===== src/verilog/bki_pkg.sv =====
// How it works
// - Selection zero, the reset default, puts the brake signal on no terminal.
// - Selection one to six puts the brake signal on that numbered terminal.
// - Functions sharing one terminal drive it with their logical OR.
// - Other functions on the brake terminal are disabled while it carries brake.
// - With zero delay, brake engages together with servo-on going inactive.
// - Power removal follows brake engagement by 0 to 500 units of 10 ms.
// - An alarm removes motor power at once, ignoring the delay.
// - Servo-off or alarm while rotating engages brake at or below a speed level.
// - Brake output is active low: low releases, high holds the brake.
package bki_pkg;

  // ********************************
  // Timing
  // ********************************
  localparam int BKI_CLK_HZ = 10_000_000;
  localparam int BKI_DELAY_UNIT_MS = 10;
  localparam int BKI_UNIT_CYC = BKI_CLK_HZ / 1000 * BKI_DELAY_UNIT_MS;
  localparam logic [8:0] BKI_DELAY_MAX = 9'h1F4;
  localparam logic [12:0] BKI_SPEED_MAX = 13'h1770;

  // ********************************
  // Register map
  // ********************************
  localparam logic [7:0] BKI_REG_PIN_SEL = 8'h00;
  localparam logic [7:0] BKI_REG_DELAY = 8'h04;
  localparam logic [7:0] BKI_REG_SPEED_LVL = 8'h08;
  localparam logic [7:0] BKI_REG_FUNC_MAP = 8'h0C;
  localparam logic [7:0] BKI_REG_STATUS = 8'h10;

  localparam logic [2:0] BKI_PIN_SEL_RST = 3'h0;
  localparam logic [8:0] BKI_DELAY_RST = 9'h000;
  localparam logic [12:0] BKI_SPEED_LVL_RST = 13'h0064;

  localparam int BKI_NUM_TERM = 6;
  localparam int BKI_NUM_FUNC = 4;
  localparam int BKI_SEL_W = 3;

  // Status word fields
  localparam int BKI_ST_POWER = 0;
  localparam int BKI_ST_HOLD = 1;
  localparam int BKI_ST_TERM = 2;
  localparam int BKI_ST_SON = 8;
  localparam int BKI_ST_DELAYING = 9;
  localparam int BKI_ST_SPINNING = 10;

  typedef enum logic [1:0] {
    ST_OFF,
    ST_RUN,
    ST_DELAY,
    ST_SPIN
  } bki_state_type;

endpackage : bki_pkg


===== src/verilog/bki_pin_sync.sv =====
`timescale 1ns/1ps
module bki_pin_sync (
  input logic ref_clk,
  input logic rst,
  input logic pin_in,
  output logic level_out
);

  logic ff1_q, ff2_q, ff3_q, lvl_q;
  logic lvl_d;

  // ********************************
  // Three stages, change on agreement
  // ********************************
  always_comb begin
    lvl_d = lvl_q;
    if (ff2_q == ff3_q) begin
      lvl_d = ff3_q;
    end
  end

  always_ff @(posedge ref_clk) begin
    if (rst) begin
      ff1_q <= 1'b0;
      ff2_q <= 1'b0;
      ff3_q <= 1'b0;
      lvl_q <= 1'b0;
    end else begin
      ff1_q <= pin_in;
      ff2_q <= ff1_q;
      ff3_q <= ff2_q;
      lvl_q <= lvl_d;
    end
  end

  assign level_out = lvl_q;

endmodule : bki_pin_sync


===== src/verilog/bki_brake_ctrl.sv =====
`timescale 1ns/1ps
module bki_brake_ctrl
  import bki_pkg::*;
#(
  parameter int UNIT_CYCLES = BKI_UNIT_CYC,
  parameter int NUM_FUNC = BKI_NUM_FUNC
) (
  input logic ref_clk,
  input logic rst,
  input logic wb_cyc_i,
  input logic wb_stb_i,
  input logic wb_we_i,
  input logic [7:0] wb_adr_i,
  input logic [3:0] wb_sel_i,
  input logic [31:0] wb_dat_i,
  output logic [31:0] wb_dat_o,
  output logic wb_ack_o,
  input logic servo_on_pin,
  input logic alarm_in,
  input logic [12:0] motor_speed,
  input logic [NUM_FUNC-1:0] func_in,
  output logic motor_power,
  output logic brake_release_out,
  output logic [BKI_NUM_TERM-1:0] gen_output
);

  localparam int MAP_W = NUM_FUNC * BKI_SEL_W;

  if (UNIT_CYCLES < 1 || UNIT_CYCLES >= 2 ** 17) begin : g_bad_unit
    $error("UNIT_CYCLES must lie in 1 to 131071");
  end
  if (NUM_FUNC < 1 || NUM_FUNC > 10) begin : g_bad_func
    $error("NUM_FUNC must lie in 1 to 10");
  end

  localparam logic [16:0] UNIT_LAST = 17'(UNIT_CYCLES - 1);

  // ********************************
  // Terminal decode
  // ********************************
  // Codes 0 and 7 select nothing
  function automatic logic [BKI_NUM_TERM-1:0] term_hot(
    input logic [BKI_SEL_W-1:0] sel);
    logic [BKI_NUM_TERM-1:0] hot;
    hot = '0;
    if (sel != 3'h0 && sel <= 3'h6) begin
      hot[sel - 3'h1] = 1'b1;
    end
    return hot;
  endfunction : term_hot

  function automatic logic [31:0] merge(input logic [31:0] old,
    input logic [31:0] nw, input logic [3:0] sel);
    logic [31:0] res;
    res = old;
    for (int b = 0; b < 4; b++) begin
      if (sel[b]) begin
        res[b*8 +: 8] = nw[b*8 +: 8];
      end
    end
    return res;
  endfunction : merge

  logic son_s;

  bki_pin_sync u_son_sync (
    .ref_clk(ref_clk),
    .rst(rst),
    .pin_in(servo_on_pin),
    .level_out(son_s)
  );

  // ********************************
  // Configuration registers
  // ********************************
  logic [2:0] pin_sel_q, pin_sel_d;
  logic [8:0] dly_q, dly_d;
  logic [12:0] lvl_q, lvl_d;
  logic [MAP_W-1:0] map_q, map_d;
  logic ack_q, ack_d;
  logic [31:0] rdat_q, rdat_d;
  logic [31:0] wval, status;
  logic acc;

  bki_state_type st_q, st_d;
  logic power_q, power_d, hold_q, hold_d;
  logic [16:0] pre_q, pre_d;
  logic [8:0] unit_q, unit_d;
  logic [BKI_NUM_TERM-1:0] term_q, term_d;

  always_comb begin
    acc = wb_cyc_i && wb_stb_i && !ack_q;
    ack_d = acc;
    pin_sel_d = pin_sel_q;
    dly_d = dly_q;
    lvl_d = lvl_q;
    map_d = map_q;
    rdat_d = rdat_q;
    wval = 32'h0000_0000;
    status = 32'h0000_0000;
    status[BKI_ST_POWER] = power_q;
    status[BKI_ST_HOLD] = hold_q;
    status[BKI_ST_TERM +: BKI_NUM_TERM] = term_q;
    status[BKI_ST_SON] = son_s;
    status[BKI_ST_DELAYING] = (st_q == ST_DELAY);
    status[BKI_ST_SPINNING] = (st_q == ST_SPIN);
    if (acc) begin
      rdat_d = 32'h0000_0000;
      unique case (wb_adr_i)
        BKI_REG_PIN_SEL: begin
          wval = merge({29'h0, pin_sel_q}, wb_dat_i, wb_sel_i);
          if (wb_we_i) begin
            pin_sel_d = wval[2:0];
          end
          rdat_d = {29'h0, pin_sel_q};
        end
        BKI_REG_DELAY: begin
          // Stored at once, sampled only at servo-off
          wval = merge({23'h0, dly_q}, wb_dat_i, wb_sel_i);
          if (wb_we_i) begin
            dly_d = (wval[31:9] != 23'h0 || wval[8:0] > BKI_DELAY_MAX) ?
                    BKI_DELAY_MAX : wval[8:0];
          end
          rdat_d = {23'h0, dly_q};
        end
        BKI_REG_SPEED_LVL: begin
          wval = merge({19'h0, lvl_q}, wb_dat_i, wb_sel_i);
          if (wb_we_i) begin
            lvl_d = (wval[31:13] != 19'h0 || wval[12:0] > BKI_SPEED_MAX) ?
                    BKI_SPEED_MAX : wval[12:0];
          end
          rdat_d = {19'h0, lvl_q};
        end
        BKI_REG_FUNC_MAP: begin
          wval = merge(32'(map_q), wb_dat_i, wb_sel_i);
          if (wb_we_i) begin
            map_d = wval[MAP_W-1:0];
          end
          rdat_d = 32'(map_q);
        end
        BKI_REG_STATUS: rdat_d = status;
        default: rdat_d = 32'h0000_0000;
      endcase
    end
  end

  always_ff @(posedge ref_clk) begin
    if (rst) begin
      pin_sel_q <= BKI_PIN_SEL_RST;
      dly_q <= BKI_DELAY_RST;
      lvl_q <= BKI_SPEED_LVL_RST;
      map_q <= '0;
      ack_q <= 1'b0;
      rdat_q <= 32'h0000_0000;
    end else begin
      pin_sel_q <= pin_sel_d;
      dly_q <= dly_d;
      lvl_q <= lvl_d;
      map_q <= map_d;
      ack_q <= ack_d;
      rdat_q <= rdat_d;
    end
  end

  // ********************************
  // Brake and power sequencer
  // ********************************
  // Servo-off acts on the synced level with no extra stage; alarm_in is used unsynced
  always_comb begin
    st_d = st_q;
    power_d = power_q;
    hold_d = hold_q;
    pre_d = pre_q;
    unit_d = unit_q;
    unique case (st_q)
      ST_OFF: begin
        if (son_s && !alarm_in) begin
          st_d = ST_RUN;
          power_d = 1'b1;
          hold_d = 1'b0;
        end
      end
      ST_RUN: begin
        if (alarm_in || !son_s) begin
          power_d = 1'b0;
          if (motor_speed > lvl_q) begin
            st_d = ST_SPIN;
          end else if (alarm_in) begin
            st_d = ST_OFF;
            hold_d = 1'b1;
          end else begin
            hold_d = 1'b1;
            if (dly_q == 9'h000) begin
              st_d = ST_OFF;
            end else begin
              st_d = ST_DELAY;
              power_d = 1'b1;
              unit_d = dly_q;
              pre_d = UNIT_LAST;
            end
          end
        end
      end
      ST_DELAY: begin
        if (alarm_in) begin
          st_d = ST_OFF;
          power_d = 1'b0;
        end else if (pre_q != 17'h00000) begin
          pre_d = pre_q - 17'h00001;
        end else if (unit_q == 9'h001) begin
          st_d = ST_OFF;
          power_d = 1'b0;
        end else begin
          unit_d = unit_q - 9'h001;
          pre_d = UNIT_LAST;
        end
      end
      ST_SPIN: begin
        // Motor coasts unpowered; brake waits for low speed
        if (motor_speed <= lvl_q) begin
          st_d = ST_OFF;
          hold_d = 1'b1;
        end
      end
    endcase
  end

  // ********************************
  // Output terminal mapping
  // ********************************
  always_comb begin
    logic [BKI_NUM_TERM-1:0] fh;
    fh = '0;
    term_d = term_hot(pin_sel_q) & {BKI_NUM_TERM{hold_d}};
    for (int i = 0; i < NUM_FUNC; i++) begin
      fh = term_hot(map_q[i*BKI_SEL_W +: BKI_SEL_W]);
      if ((fh & term_hot(pin_sel_q)) == '0) begin
        term_d = term_d | (fh & {BKI_NUM_TERM{func_in[i]}});
      end
    end
  end

  always_ff @(posedge ref_clk) begin
    if (rst) begin
      st_q <= ST_OFF;
      power_q <= 1'b0;
      hold_q <= 1'b1;
      pre_q <= 17'h00000;
      unit_q <= 9'h000;
      term_q <= '0;
    end else begin
      st_q <= st_d;
      power_q <= power_d;
      hold_q <= hold_d;
      pre_q <= pre_d;
      unit_q <= unit_d;
      term_q <= term_d;
    end
  end

  assign wb_ack_o = ack_q;
  assign wb_dat_o = rdat_q;
  assign motor_power = power_q;
  assign brake_release_out = hold_q;
  assign gen_output = term_q;
endmodule : bki_brake_ctrl


===== config.mk =====
export PLATFORM = sky130hd
export DESIGN_NAME = bki_brake_ctrl
export DESIGN_NICKNAME = d
export VERILOG_FILES = /design/src/verilog/bki_pkg.sv /design/src/verilog/bki_pin_sync.sv /design/src/verilog/bki_brake_ctrl.sv
export SDC_FILE = /design/constraint.sdc
export NUM_CORES = 1
export LEC_CHECK = 0
export BUFFER_PORTS_ARGS = -buffer_cell sky130_fd_sc_hd__buf_4
export CORE_MARGIN = 2
export CORE_UTILIZATION = 55
export DETAILED_ROUTE_END_ITERATION = 8
export PLACE_DENSITY_LB_ADDON = 0.3
export RECOVER_POWER = 25
export SYNTH_ARGS = -nofsm -noshare
export SYNTH_HDL_FRONTEND = slang
export SYNTH_HIERARCHICAL = 1
export SYNTH_SLANG_ARGS = --single-unit

===== constraint.sdc =====
create_clock -name ref_clk -period 3.7 [get_ports ref_clk]
set_input_delay 0.37 -clock ref_clk [delete_from_list [all_inputs] [get_ports ref_clk]]
set_output_delay 0.37 -clock ref_clk [all_outputs]
set_load 0.03 [all_outputs]

# Yosys cells after proc, flatten, opt, wreduce, memory -nomap -nowiden
# Index checks and enable logic that the tools add are counted.
dict set report classes {
  order_cmp 19
  eq_ne 21
  reduce_logical 45
  add_sub_neg 7
  bitwise 13
  muxes 84
}
# operator n
set op_table {}
lappend op_table {{8-bit two-way mux} 22}
lappend op_table {{17-bit two-way mux} 7}
lappend op_table {{9-bit two-way mux} 8}
lappend op_table {{13-bit case mux with 5 select lines} 1}
lappend op_table {{6-bit AND} 9}
lappend op_table {{6-bit two-way mux} 9}
lappend op_table {{17-bit case mux with 2 select lines} 1}
lappend op_table {{6-bit logical NOT} 4}
lappend op_table {{6-bit bitwise OR} 4}
lappend op_table {{23-bit nonzero test} 1}
lappend op_table {{3-bit by 4-bit less-than comparator with 1-bit output, second input constant} 5}
lappend op_table {{19-bit nonzero test} 1}
lappend op_table {{2-bit two-way mux} 9}
lappend op_table {{9-bit case mux with 2 select lines} 1}
lappend op_table {{3-bit nonzero test} 6}
lappend op_table {{1-bit two-way mux} 17}
lappend op_table {{17-bit nonzero test} 1}
lappend op_table {{17-bit by 1-bit subtractor with 17-bit output, second input constant} 1}
lappend op_table {{8-bit by 4-bit == test with 1-bit output, second input constant} 2}
lappend op_table {{2-bit inequality test, second input constant} 8}
lappend op_table {{1-bit demux with 3-bit select} 5}
lappend op_table {{3-bit by 1-bit >= comparator with 1-bit output, second input constant} 5}
lappend op_table {{3-bit <= comparator, second input constant} 5}
lappend op_table {{3-bit by 1-bit subtractor with 3-bit output, second input constant} 5}
lappend op_table {{29 further kinds} 52}
dict set report word_totals {
  word_cells 206
  ff_bits 110
  output_inout_bits 41
}

# Depth between registers and ports, before layout
# Gate-level depths: netlist (run 1).
dict set report depth {
  depth_word 15
  depth_mapped 12
}

# By module
# Netlist (run 1), hierarchy kept.
# mod seq_area_each_um2 cells_each area_per_inst_um2 n_inst
set modules_own_cells {}
lappend modules_own_cells {bki_brake_ctrl 1741.7 728 5671.7 1}
lappend modules_own_cells {bki_pin_sync 80.1 10 112.6 1}

# Least setup slack after synthesis (run 1)
# Ideal clock, no wire load.
dict set report synth_path {
  path_type {register to register}
  from {register pin_sel_q[0]}
  to {register term_q[5], in the netlist gen_output[5]}
  slack_ns 1.360
  stages_incl_launch_ff 9
  required_time_ns 3.621
  arrival_time_ns 2.261
  synth_period_minus_slack_ns 2.340
  path_buffers 0
  cell_sequence {dfxtp_1 -> inv_1 -> ha_1 -> xor2_1 -> nor2_1 -> a32o_1 -> a2111oi_0 -> nand3_1 -> o211ai_1}
}
dict set report synth_via {
  elab_chain_len 15
  elab_cells_between_ends 27
  classes_between {add/sub (1); order compare (3); mux (7); bitwise (9); reduce/logical (7)}
}
# element line
set synth_rtl {}
lappend synth_rtl {{start: declaration} bki_brake_ctrl.sv:76} ;# logic [2:0] pin_sel_q, pin_sel_d;
lappend synth_rtl {{start signal: assignment} bki_brake_ctrl.sv:156} ;# pin_sel_q <= pin_sel_d;
lappend synth_rtl {{3-bit by 1-bit subtractor with 3-bit output} bki_brake_ctrl.sv:47} ;# hot[sel - 3'h1] = 1'b1;
lappend synth_rtl {{3-bit by 4-bit less-than comparator with 1-bit output (implied by the code) / 3-bit by 1-bit >= comparator with 1-bit output (equally long branches)} bki_brake_ctrl.sv:47}
lappend synth_rtl {{1-bit logical AND (implied by the code)} bki_brake_ctrl.sv:47}
lappend synth_rtl {{1-bit two-way mux (implied by the code)} bki_brake_ctrl.sv:47}
lappend synth_rtl {{1-bit demux with 3-bit select} bki_brake_ctrl.sv:47}
lappend synth_rtl {{6-bit two-way mux (*)} bki_brake_ctrl.sv:46} ;# if (sel != 3'h0 && sel <= 3'h6) begin
lappend synth_rtl {{6-bit AND (on tied branches)} {bki_brake_ctrl.sv:237, bki_brake_ctrl.sv:234}}
lappend synth_rtl {{6-bit logical NOT / 6-bit bitwise OR (equally long branches)} {bki_brake_ctrl.sv:237, bki_brake_ctrl.sv:238}}
lappend synth_rtl {{6-bit two-way mux} bki_brake_ctrl.sv:237} ;# if ((fh & term_hot(pin_sel_q)) == '0) begin
lappend synth_rtl {{6-bit bitwise OR} bki_brake_ctrl.sv:238} ;# term_d = term_d | (fh & {BKI_NUM_TERM{func_in[i]}});
lappend synth_rtl {{6-bit two-way mux} bki_brake_ctrl.sv:237}
lappend synth_rtl {{6-bit bitwise OR} bki_brake_ctrl.sv:238}
lappend synth_rtl {{6-bit two-way mux} bki_brake_ctrl.sv:237}
lappend synth_rtl {{6-bit bitwise OR} bki_brake_ctrl.sv:238}
lappend synth_rtl {{6-bit two-way mux (*)} bki_brake_ctrl.sv:237}
lappend synth_rtl {{end signal: assignment} bki_brake_ctrl.sv:257} ;# term_q <= term_d;
lappend synth_rtl {{end: declaration} bki_brake_ctrl.sv:89} ;# logic [BKI_NUM_TERM-1:0] term_q, term_d;
# Mark *: on every way between the ends. The rest lies on a longest branch, timed or not.
# A chain may end at the register's enable or synchronous reset.

# Worst setup path after layout (run 1)
dict set report layout_path {
  from {register dly_q[0]}
  to {register pre_q[2]}
}
dict set report layout_via {
  elab_chain_len 3
}
# element line
set layout_rtl {}
lappend layout_rtl {{start: declaration} bki_brake_ctrl.sv:77} ;# logic [8:0] dly_q, dly_d;
lappend layout_rtl {{start signal: assignment} bki_brake_ctrl.sv:157} ;# dly_q <= dly_d;
lappend layout_rtl {{9-bit logical NOT} bki_brake_ctrl.sv:193} ;# if (dly_q == 9'h000) begin
lappend layout_rtl {{2-bit inequality test (no line)} --}
lappend layout_rtl {{7-bit AND reduction (no line)} --}
lappend layout_rtl {{end signal: assignment} bki_brake_ctrl.sv:255} ;# pre_q <= pre_d;
lappend layout_rtl {{end: declaration} bki_brake_ctrl.sv:87} ;# logic [16:0] pre_q, pre_d;
# No other way between the ends.

==> results of run 1 <==
## synthesized netlist by cell type, drive strengths merged (7+ instances only)
master   n  area, um^2
dfxtp   91        1820
nor2    82         308
a21oi   68         340
inv     50         188
nand2   45         169
ha      35         438
o21ai   32         160
nand3   30         150
buf     29         194
clkbuf  24        90.1
nor3    22         115
a31oi   15        93.8
mux2i   15         150
nand4   15        93.8
nor4    13        93.8
and3    10        62.6
or3     10        73.8
a22o     8        70.1
a22oi    8        60.1
nor2b    8        50.1
or4      8        65.1
xnor2    8        70.1
a211oi   7        52.6
a222oi   7        70.1
a311oi   7        61.3
nand2b   7        43.8
o31ai    7        52.6
## logic make-up (layout without fill, tap and decap cells)
| kind of cell | Yosys count | count (layout) | share of synthesized area (%) |
|---|---|---|---|
| other | 1 | 19 | 0.0648 |
| xor gates and xnor gates | 14 | 14 | 2.12 |
| buffers and inverters | 103 | 162 | 8.15 |
| adders and majority gates | 35 | 35 | 7.57 |
| and+or+nand+nor | 268 | 268 | 23.6 |
| DFF | 91 | 91 | 31.5 |
| muxes | 15 | 15 | 2.60 |
| AOI/OAI and AO/OA | 211 | 211 | 24.4 |
## registers in the layout, indices dropped and copies added (netlist names), 2 cells and up
signal / count
pre_q: 17
lvl_q: 13
wb_dat_o: 13
map_q: 12
dly_q: 9
unit_q: 9
gen_output: 6
pin_sel_q: 3
st_q: 2
## worst paths after layout
check / slack [ns] / endpoint / cells past startpoint / start
worst max-delay path: 0.66 / pre_q[2] / 7 / dly_q[0]
worst min register to register: 0.45 / u_son_sync/ff2_q / 1 / u_son_sync/ff1_q
worst max register to register: 0.66 / pre_q[2] / 7 / dly_q[0]
worst min-delay path: 0.21 / u_son_sync/ff1_q / 2 / servo_on_pin
## metrics by stage
stage               hold WS, ns  instances  util, %
floorplan                 0.414        756        -
global placement          0.420        935     62.8
detailed placement        0.427        935     62.8
CTS                       0.205        951     64.7
global route              0.212        951     63.9
finish                    0.211        951     63.9
## critical path: cells and delay by family, from the launching register on
kind             cells  cell delay [ns]
flip-flops           1             0.35
AND/OR/NAND/NOR      5             2.03
AO/OA/AOI/OAI        2             0.56
## routing by layer
layer	track usage, %	vias up
met2	50.8	291
met4	10.4	0
met5	0	-
li1	-	2829
met1	38.6	2765
met3	5.40	41
## layout make-up
| type | count | area (um^2) |
|---|---|---|
| clock buffers | 15 | 186 |
| clock inverters | 1 | 5.00 |
| well taps | 136 | 170 |
| inverters | 50 | 188 |
| repair buffers | 96 | 634 |
| flip-flops and latches | 91 | 1820 |
| multi-input cells | 562 | 3560 |
| fillers | 950 | 3710 |
## report_power, final
part | leakage, nW | switching (mW) | total (mW) | internal, mW
Clock | 0.0997 | 0.339 | 0.657 | 0.318
Sequential | 0.737 | 0.107 | 1.18 | 1.07
Combinational | 1.69 | 0.710 | 1.14 | 0.428
Total | 2.53 | 1.16 | 2.97 | 1.82
==> impl_metrics.env, run 1 <==
export IMPL_die_h_um=107
export IMPL_tns_ns=0
export IMPL_grt_max_degree=73
export IMPL_layout_commonest_cell="dfxtp_1"
export IMPL_max_slew_margin_pct=46.4
export IMPL_fin_total_pwr_mw=2.97
export IMPL_vias=5926
export IMPL_routed_wl_met2_mm=8.07
export IMPL_cp_required_ns=3.98
export IMPL_power_density_nw_per_um2=453
export IMPL_area_delta_synth_final_pct=13.5
export IMPL_wl_mm=17.0
export IMPL_post_route_min_period_ns=3.04
export IMPL_cts_setup_buffers=0
export IMPL_setup_worst_path_start_class="register"
export IMPL_wl_met3_mm=1.38
export IMPL_wl_met1_mm=7.11
export IMPL_slew_violations=0
export IMPL_yosysWarnings=6
export IMPL_layout_nets=913
export IMPL_synth_area_um2=5780
export IMPL_clock_fmax_mhz=329
export IMPL_crit_path_end_kind="register"
export IMPL_grt_setup_unrepaired="false"
export IMPL_grt_pass1_wl_mm=27.3
export IMPL_grt_ovfl_total=0
export IMPL_clock_sinks=91
export IMPL_slowest_delay_ns=0.60
export IMPL_clk_pin_slew_ns=0.09
export IMPL_drt_pass1_iterations=8
export IMPL_antenna_found_initial=0
export IMPL_finalHoldViolations=0
export IMPL_crit_arrival_ns=3.32
export IMPL_core_um2=10300
export IMPL_place_congestion=0.938
export IMPL_ys_async_sr_fraction_pct=0
export IMPL_skew_ns=0.0102
export IMPL_crit_chain="or4_1, nor4_1, nor2_1, a21oi_1, and2_1, nor3_1, a311oi_1"
export IMPL_worst_slew_pin_slew_ns=0.783
export IMPL_crit_path_max_fanout=21
export IMPL_cts_tree="yes"
export IMPL_setup_violations=0
export IMPL_fp_dieW_um=107
export IMPL_grt_pass1_vias=5547
export IMPL_drc_errors=0
export IMPL_setup_ws_ns=0.658
export IMPL_total_leakage_power_nw=2.53
export IMPL_syn_area_per_cell_um2=7.84
export IMPL_rows=37
export IMPL_synth_distinct_cells=71
export IMPL_viasPerCell=6.23
export IMPL_start_util_pct=56.3
export IMPL_path_class="register to register"
export IMPL_num_antenna_cells=0
export IMPL_dpl_worst_slack_ns=0.711
export IMPL_pin_count=109
export IMPL_drive_above_1_share_pct=12.3
export IMPL_routedWlPerCell_um=17.9
export IMPL_clock_path_buffers=2
export IMPL_grt_util_all_layers_pct=30.1
export IMPL_dp_final_hpwl_mm=13.1
export IMPL_antenna_left=0
export IMPL_status="complete, no violations"
export IMPL_clkLatencyLatePin_ns=0.37
export IMPL_numCtsBuffers=9
export IMPL_routed_top_layer="met4"
export IMPL_io_buffers=89
export IMPL_seq_area_frac_synth_pct=31.5
export IMPL_final_cell_mix="91 x dfxtp_1, 82 x nor2_1, 73 x buf_4"
export IMPL_synth_edff_count=0
export IMPL_maxCapViolCount=0
export IMPL_synth_seq_cells=91
export IMPL_synth_ff_type="dfxtp_1"
export IMPL_clock_root_buffer="clkbuf_8"
export IMPL_drt_initial_drc_count=705
export IMPL_critPathSlowestCell="and2_1"
export IMPL_h_tree_depth=3
export IMPL_timing_final_crit_share_pct=82.2
export IMPL_syn_inst=738
export IMPL_placed_area_um2=6460
export IMPL_hp_class="input port to register"
export IMPL_die_area_um2=11400
export IMPL_cts_resized=0
export IMPL_postLayoutCellArea_um2=6560
export IMPL_cts_hold_buffers_added=0
export IMPL_peakVddDrop_v=0.000275
No activity file was read; power rests on OpenSTA's default activity.
==> inputs of run 2 (changes only) <==
--- a/config.mk
+++ b/config.mk
@@ -5,6 +5,7 @@
 export SDC_FILE = /design/constraint.sdc
 export NUM_CORES = 1
 export LEC_CHECK = 0
+export ABC_AREA = 1
 export BUFFER_PORTS_ARGS = -buffer_cell sky130_fd_sc_hd__buf_4
 export CORE_MARGIN = 2
 export CORE_UTILIZATION = 55
==> constraint.sdc (replaced) <==
create_clock -name ref_clk -period 3.1 [get_ports ref_clk]
set_input_delay 0.31 -clock ref_clk [delete_from_list [all_inputs] [get_ports ref_clk]]
set_output_delay 0.31 -clock ref_clk [all_outputs]
set_load 0.03 [all_outputs]
==> impl_metrics.env, run 2 <==
export IMPL_status="finished with violations"
export IMPL_violations="capacitance limit, slew limit"
export IMPL_wl_mm=18.1
export IMPL_seq_area_frac_synth_pct=28.1
export IMPL_h_tree_depth=3
export IMPL_synth_seq_cells=91
export IMPL_io_buffers=89
export IMPL_finalNonFillerCells=1257
export IMPL_setup_ws_ns=0.744
export IMPL_maxCapViolCount=1
export IMPL_antenna_found_initial=0
export IMPL_yosysTopAreaCellShare_pct=28.1
export IMPL_crit_start="st_q[0]"
export IMPL_grt_setup_unrepaired="false"
export IMPL_skew_ns=0.00875
export IMPL_dpl_worst_slack_ns=0.851
export IMPL_finalHoldViolations=0
export IMPL_vias=6926
export IMPL_cts_hold_buffers_added=0
export IMPL_synth_xor_area_share_pct=0.405
export IMPL_synth_distinct_cells=40
export IMPL_reg2reg_to="pre_q[2]"
export IMPL_cts_resized=0
export IMPL_clock_root_buffer="clkbuf_16"
export IMPL_post_route_min_period_ns=2.36
export IMPL_power_density_nw_per_um2=555
export IMPL_crit_path_max_fanout=19
export IMPL_timing_final_crit_share_pct=76.0
export IMPL_synth_top_family_by_area="simple AND/OR/NAND/NOR gates"
export IMPL_rows=39
export IMPL_yosysWarnings=6
export IMPL_viasPerCell=5.51
export IMPL_grt_max_degree=44
export IMPL_clock_fmax_mhz=425
export IMPL_fp_dieW_um=113
export IMPL_critical_path_endpoint="pre_q[2]"
export IMPL_syn_inst=1036
export IMPL_grt_pass1_wl_mm=29.5
export IMPL_fillerInstances=1097
export IMPL_setup_violations=0
export IMPL_synthMostInstantiatedCell="nand2_1"
export IMPL_largest_register="pre_q"
export IMPL_clock_sinks=91
export IMPL_start_util_pct=56.6
export IMPL_clock_path_buffers=2
export IMPL_drc_errors=0
export IMPL_drt_pass1_iterations=7
export IMPL_worst_slew_pin_slew_ns=2.11
export IMPL_cts_setup_buffers=0
export IMPL_max_slew_margin_pct=-40.8
export IMPL_setup_worst_path_start_class="register"
export IMPL_final_cell_mix="244 x nand2_1, 128 x nor2_1, 115 x inv_1"
export IMPL_dp_cells=1243
export IMPL_die_area_um2=12700
export IMPL_place_congestion=0.937
export IMPL_synth_area_um2=6490
export IMPL_yosys_top_cells_count="244 x nand2_1, 128 x nor2_1, 115 x inv_1"
export IMPL_synth_mux_area_share_pct=0
export IMPL_cp_required_ns=3.24
export IMPL_hp_class="input port to register"
export IMPL_reg2reg_slack_ns=0.74
export IMPL_clkLatencyLatePin_ns=0.35
export IMPL_die_h_um=113
export IMPL_layout_nets=1214
export IMPL_antenna_left=0
export IMPL_largest_reg_flops=17
export IMPL_tns_ns=0
export IMPL_synth_simple_area_share_pct=36.2
export IMPL_reg2reg_from="st_q[0]"
export IMPL_clk_pin_slew_ns=0.07
export IMPL_grt_util_all_layers_pct=28.7
export IMPL_area_delta_synth_final_pct=13.5
export IMPL_cts_tree="yes"
export IMPL_peakVddDrop_v=0.000421
export IMPL_path_class="register to register"
export IMPL_drt_initial_drc_count=563
export IMPL_ys_async_sr_fraction_pct=0
export IMPL_rr_worst_depth=10
export IMPL_syn_area_per_cell_um2=6.27
export IMPL_drive_above_1_share_pct=11.6
export IMPL_total_leakage_power_nw=3.31
export IMPL_dp_final_hpwl_mm=13.8
export IMPL_grt_pass1_vias=6244
export IMPL_crit_arrival_ns=2.49
export IMPL_synth_ff_type="dfxtp_1"
export IMPL_grt_ovfl_total=0
export IMPL_synthTopCellsByArea="dfxtp_1 28%, nand2_1 14%, nor2_1 7.4%"
export IMPL_synth_edff_count=0
export IMPL_numCtsBuffers=9
export IMPL_crit_path_end_kind="register"
export IMPL_core_um2=11500
export IMPL_synthAdderAreaFrac_pct=6.75
export IMPL_routedWlPerCell_um=14.4
export IMPL_slew_violations=44
export IMPL_layout_commonest_cell="nand2_1"
export IMPL_synth_top_area_cell="dfxtp_1"
export IMPL_num_antenna_cells=0
export IMPL_synth_compound_area_share_pct=16.3
export IMPL_pin_count=109
[run 2: cell families (layout without fill, tap and decap cells)]
kind of cell | Yosys count | after routing
other | 1 | 19
AND/OR/NAND/NOR | 530 | 530
flip-flops | 91 | 91
XOR/XNOR | 3 | 3
buffers and inverters | 181 | 241
AO/OA/AOI/OAI | 195 | 195
adder cells (fa/ha/maj) | 35 | 35
[run 2: power breakdown]
| group | total (mW) | leakage [nW] | switching [mW] | internal [mW] |
|---|---|---|---|---|
| clock | 1.08 | 0.141 | 0.449 | 0.635 |
| sequential | 1.36 | 0.738 | 0.0915 | 1.27 |
| combinational | 1.64 | 2.43 | 1.09 | 0.551 |
| total | 4.09 | 3.31 | 1.63 | 2.45 |
[run 2: critical path, cell delays in order, from the launching register on]
cell	delay, ns
dfxtp_1	0.36
inv_1	0.08
ha_1	0.35
nor2_1	0.15
inv_1	0.07
a21oi_1	0.21
o21ai_2	0.12
nand2_2	0.30
nand3_4	0.28
nand2_1	0.15
a21oi_1	0.08
[run 2: worst min path at each step]
stage / to / start / slack, ns / cells after the start
after global routing: u_son_sync/ff1_q / servo_on_pin / 0.18 / 3
final: u_son_sync/ff1_q / servo_on_pin / 0.16 / 3
after floorplan: u_son_sync/ff1_q / rst / 0.38 / 1
after CTS: u_son_sync/ff1_q / servo_on_pin / 0.16 / 3
after detailed placement: u_son_sync/ff2_q / u_son_sync/ff1_q / 0.40 / 2
after global placement: u_son_sync/ff2_q / u_son_sync/ff1_q / 0.39 / 2
[run 2: final cells by class]
type	instances	area, um^2	share of cell area, %
clock buffer	11	243	3.29
clock inverter	3	40.0	0.543
inverter	128	480	6.52
multi-input combinational	782	3950	53.6
sequential	91	1820	24.7
tap	143	179	2.43
timing repair buffer	99	657	8.92
[run 2: metrics by stage]
| stage | cell area [um^2] | hold WS [ns] | utilization, % | total power, mW |
|---|---|---|---|---|
| 3_5_place_dp | 7170 | 0.398 | 62.5 | 3.01 |
| 4_1_cts | 7450 | 0.159 | 65.0 | 4.10 |
| 6_report | 7370 | 0.163 | 64.2 | 4.09 |
| 5_1_grt | 7370 | 0.180 | 64.2 | 4.37 |
| 2_1_floorplan | 6560 | 0.381 | - | 2.70 |
| 3_3_place_gp | 7170 | 0.392 | 62.5 | 2.97 |
[run 2: per-layer routing]
| metal | GRT usage (%) | routed length [um] |
|---|---|---|
| met1 | 38.2 | 7920 |
| met3 | 6.59 | 1550 |
| met4 | 8.46 | 343 |
| met5 | 0 | 0 |
| met2 | 46.5 | 8290 |
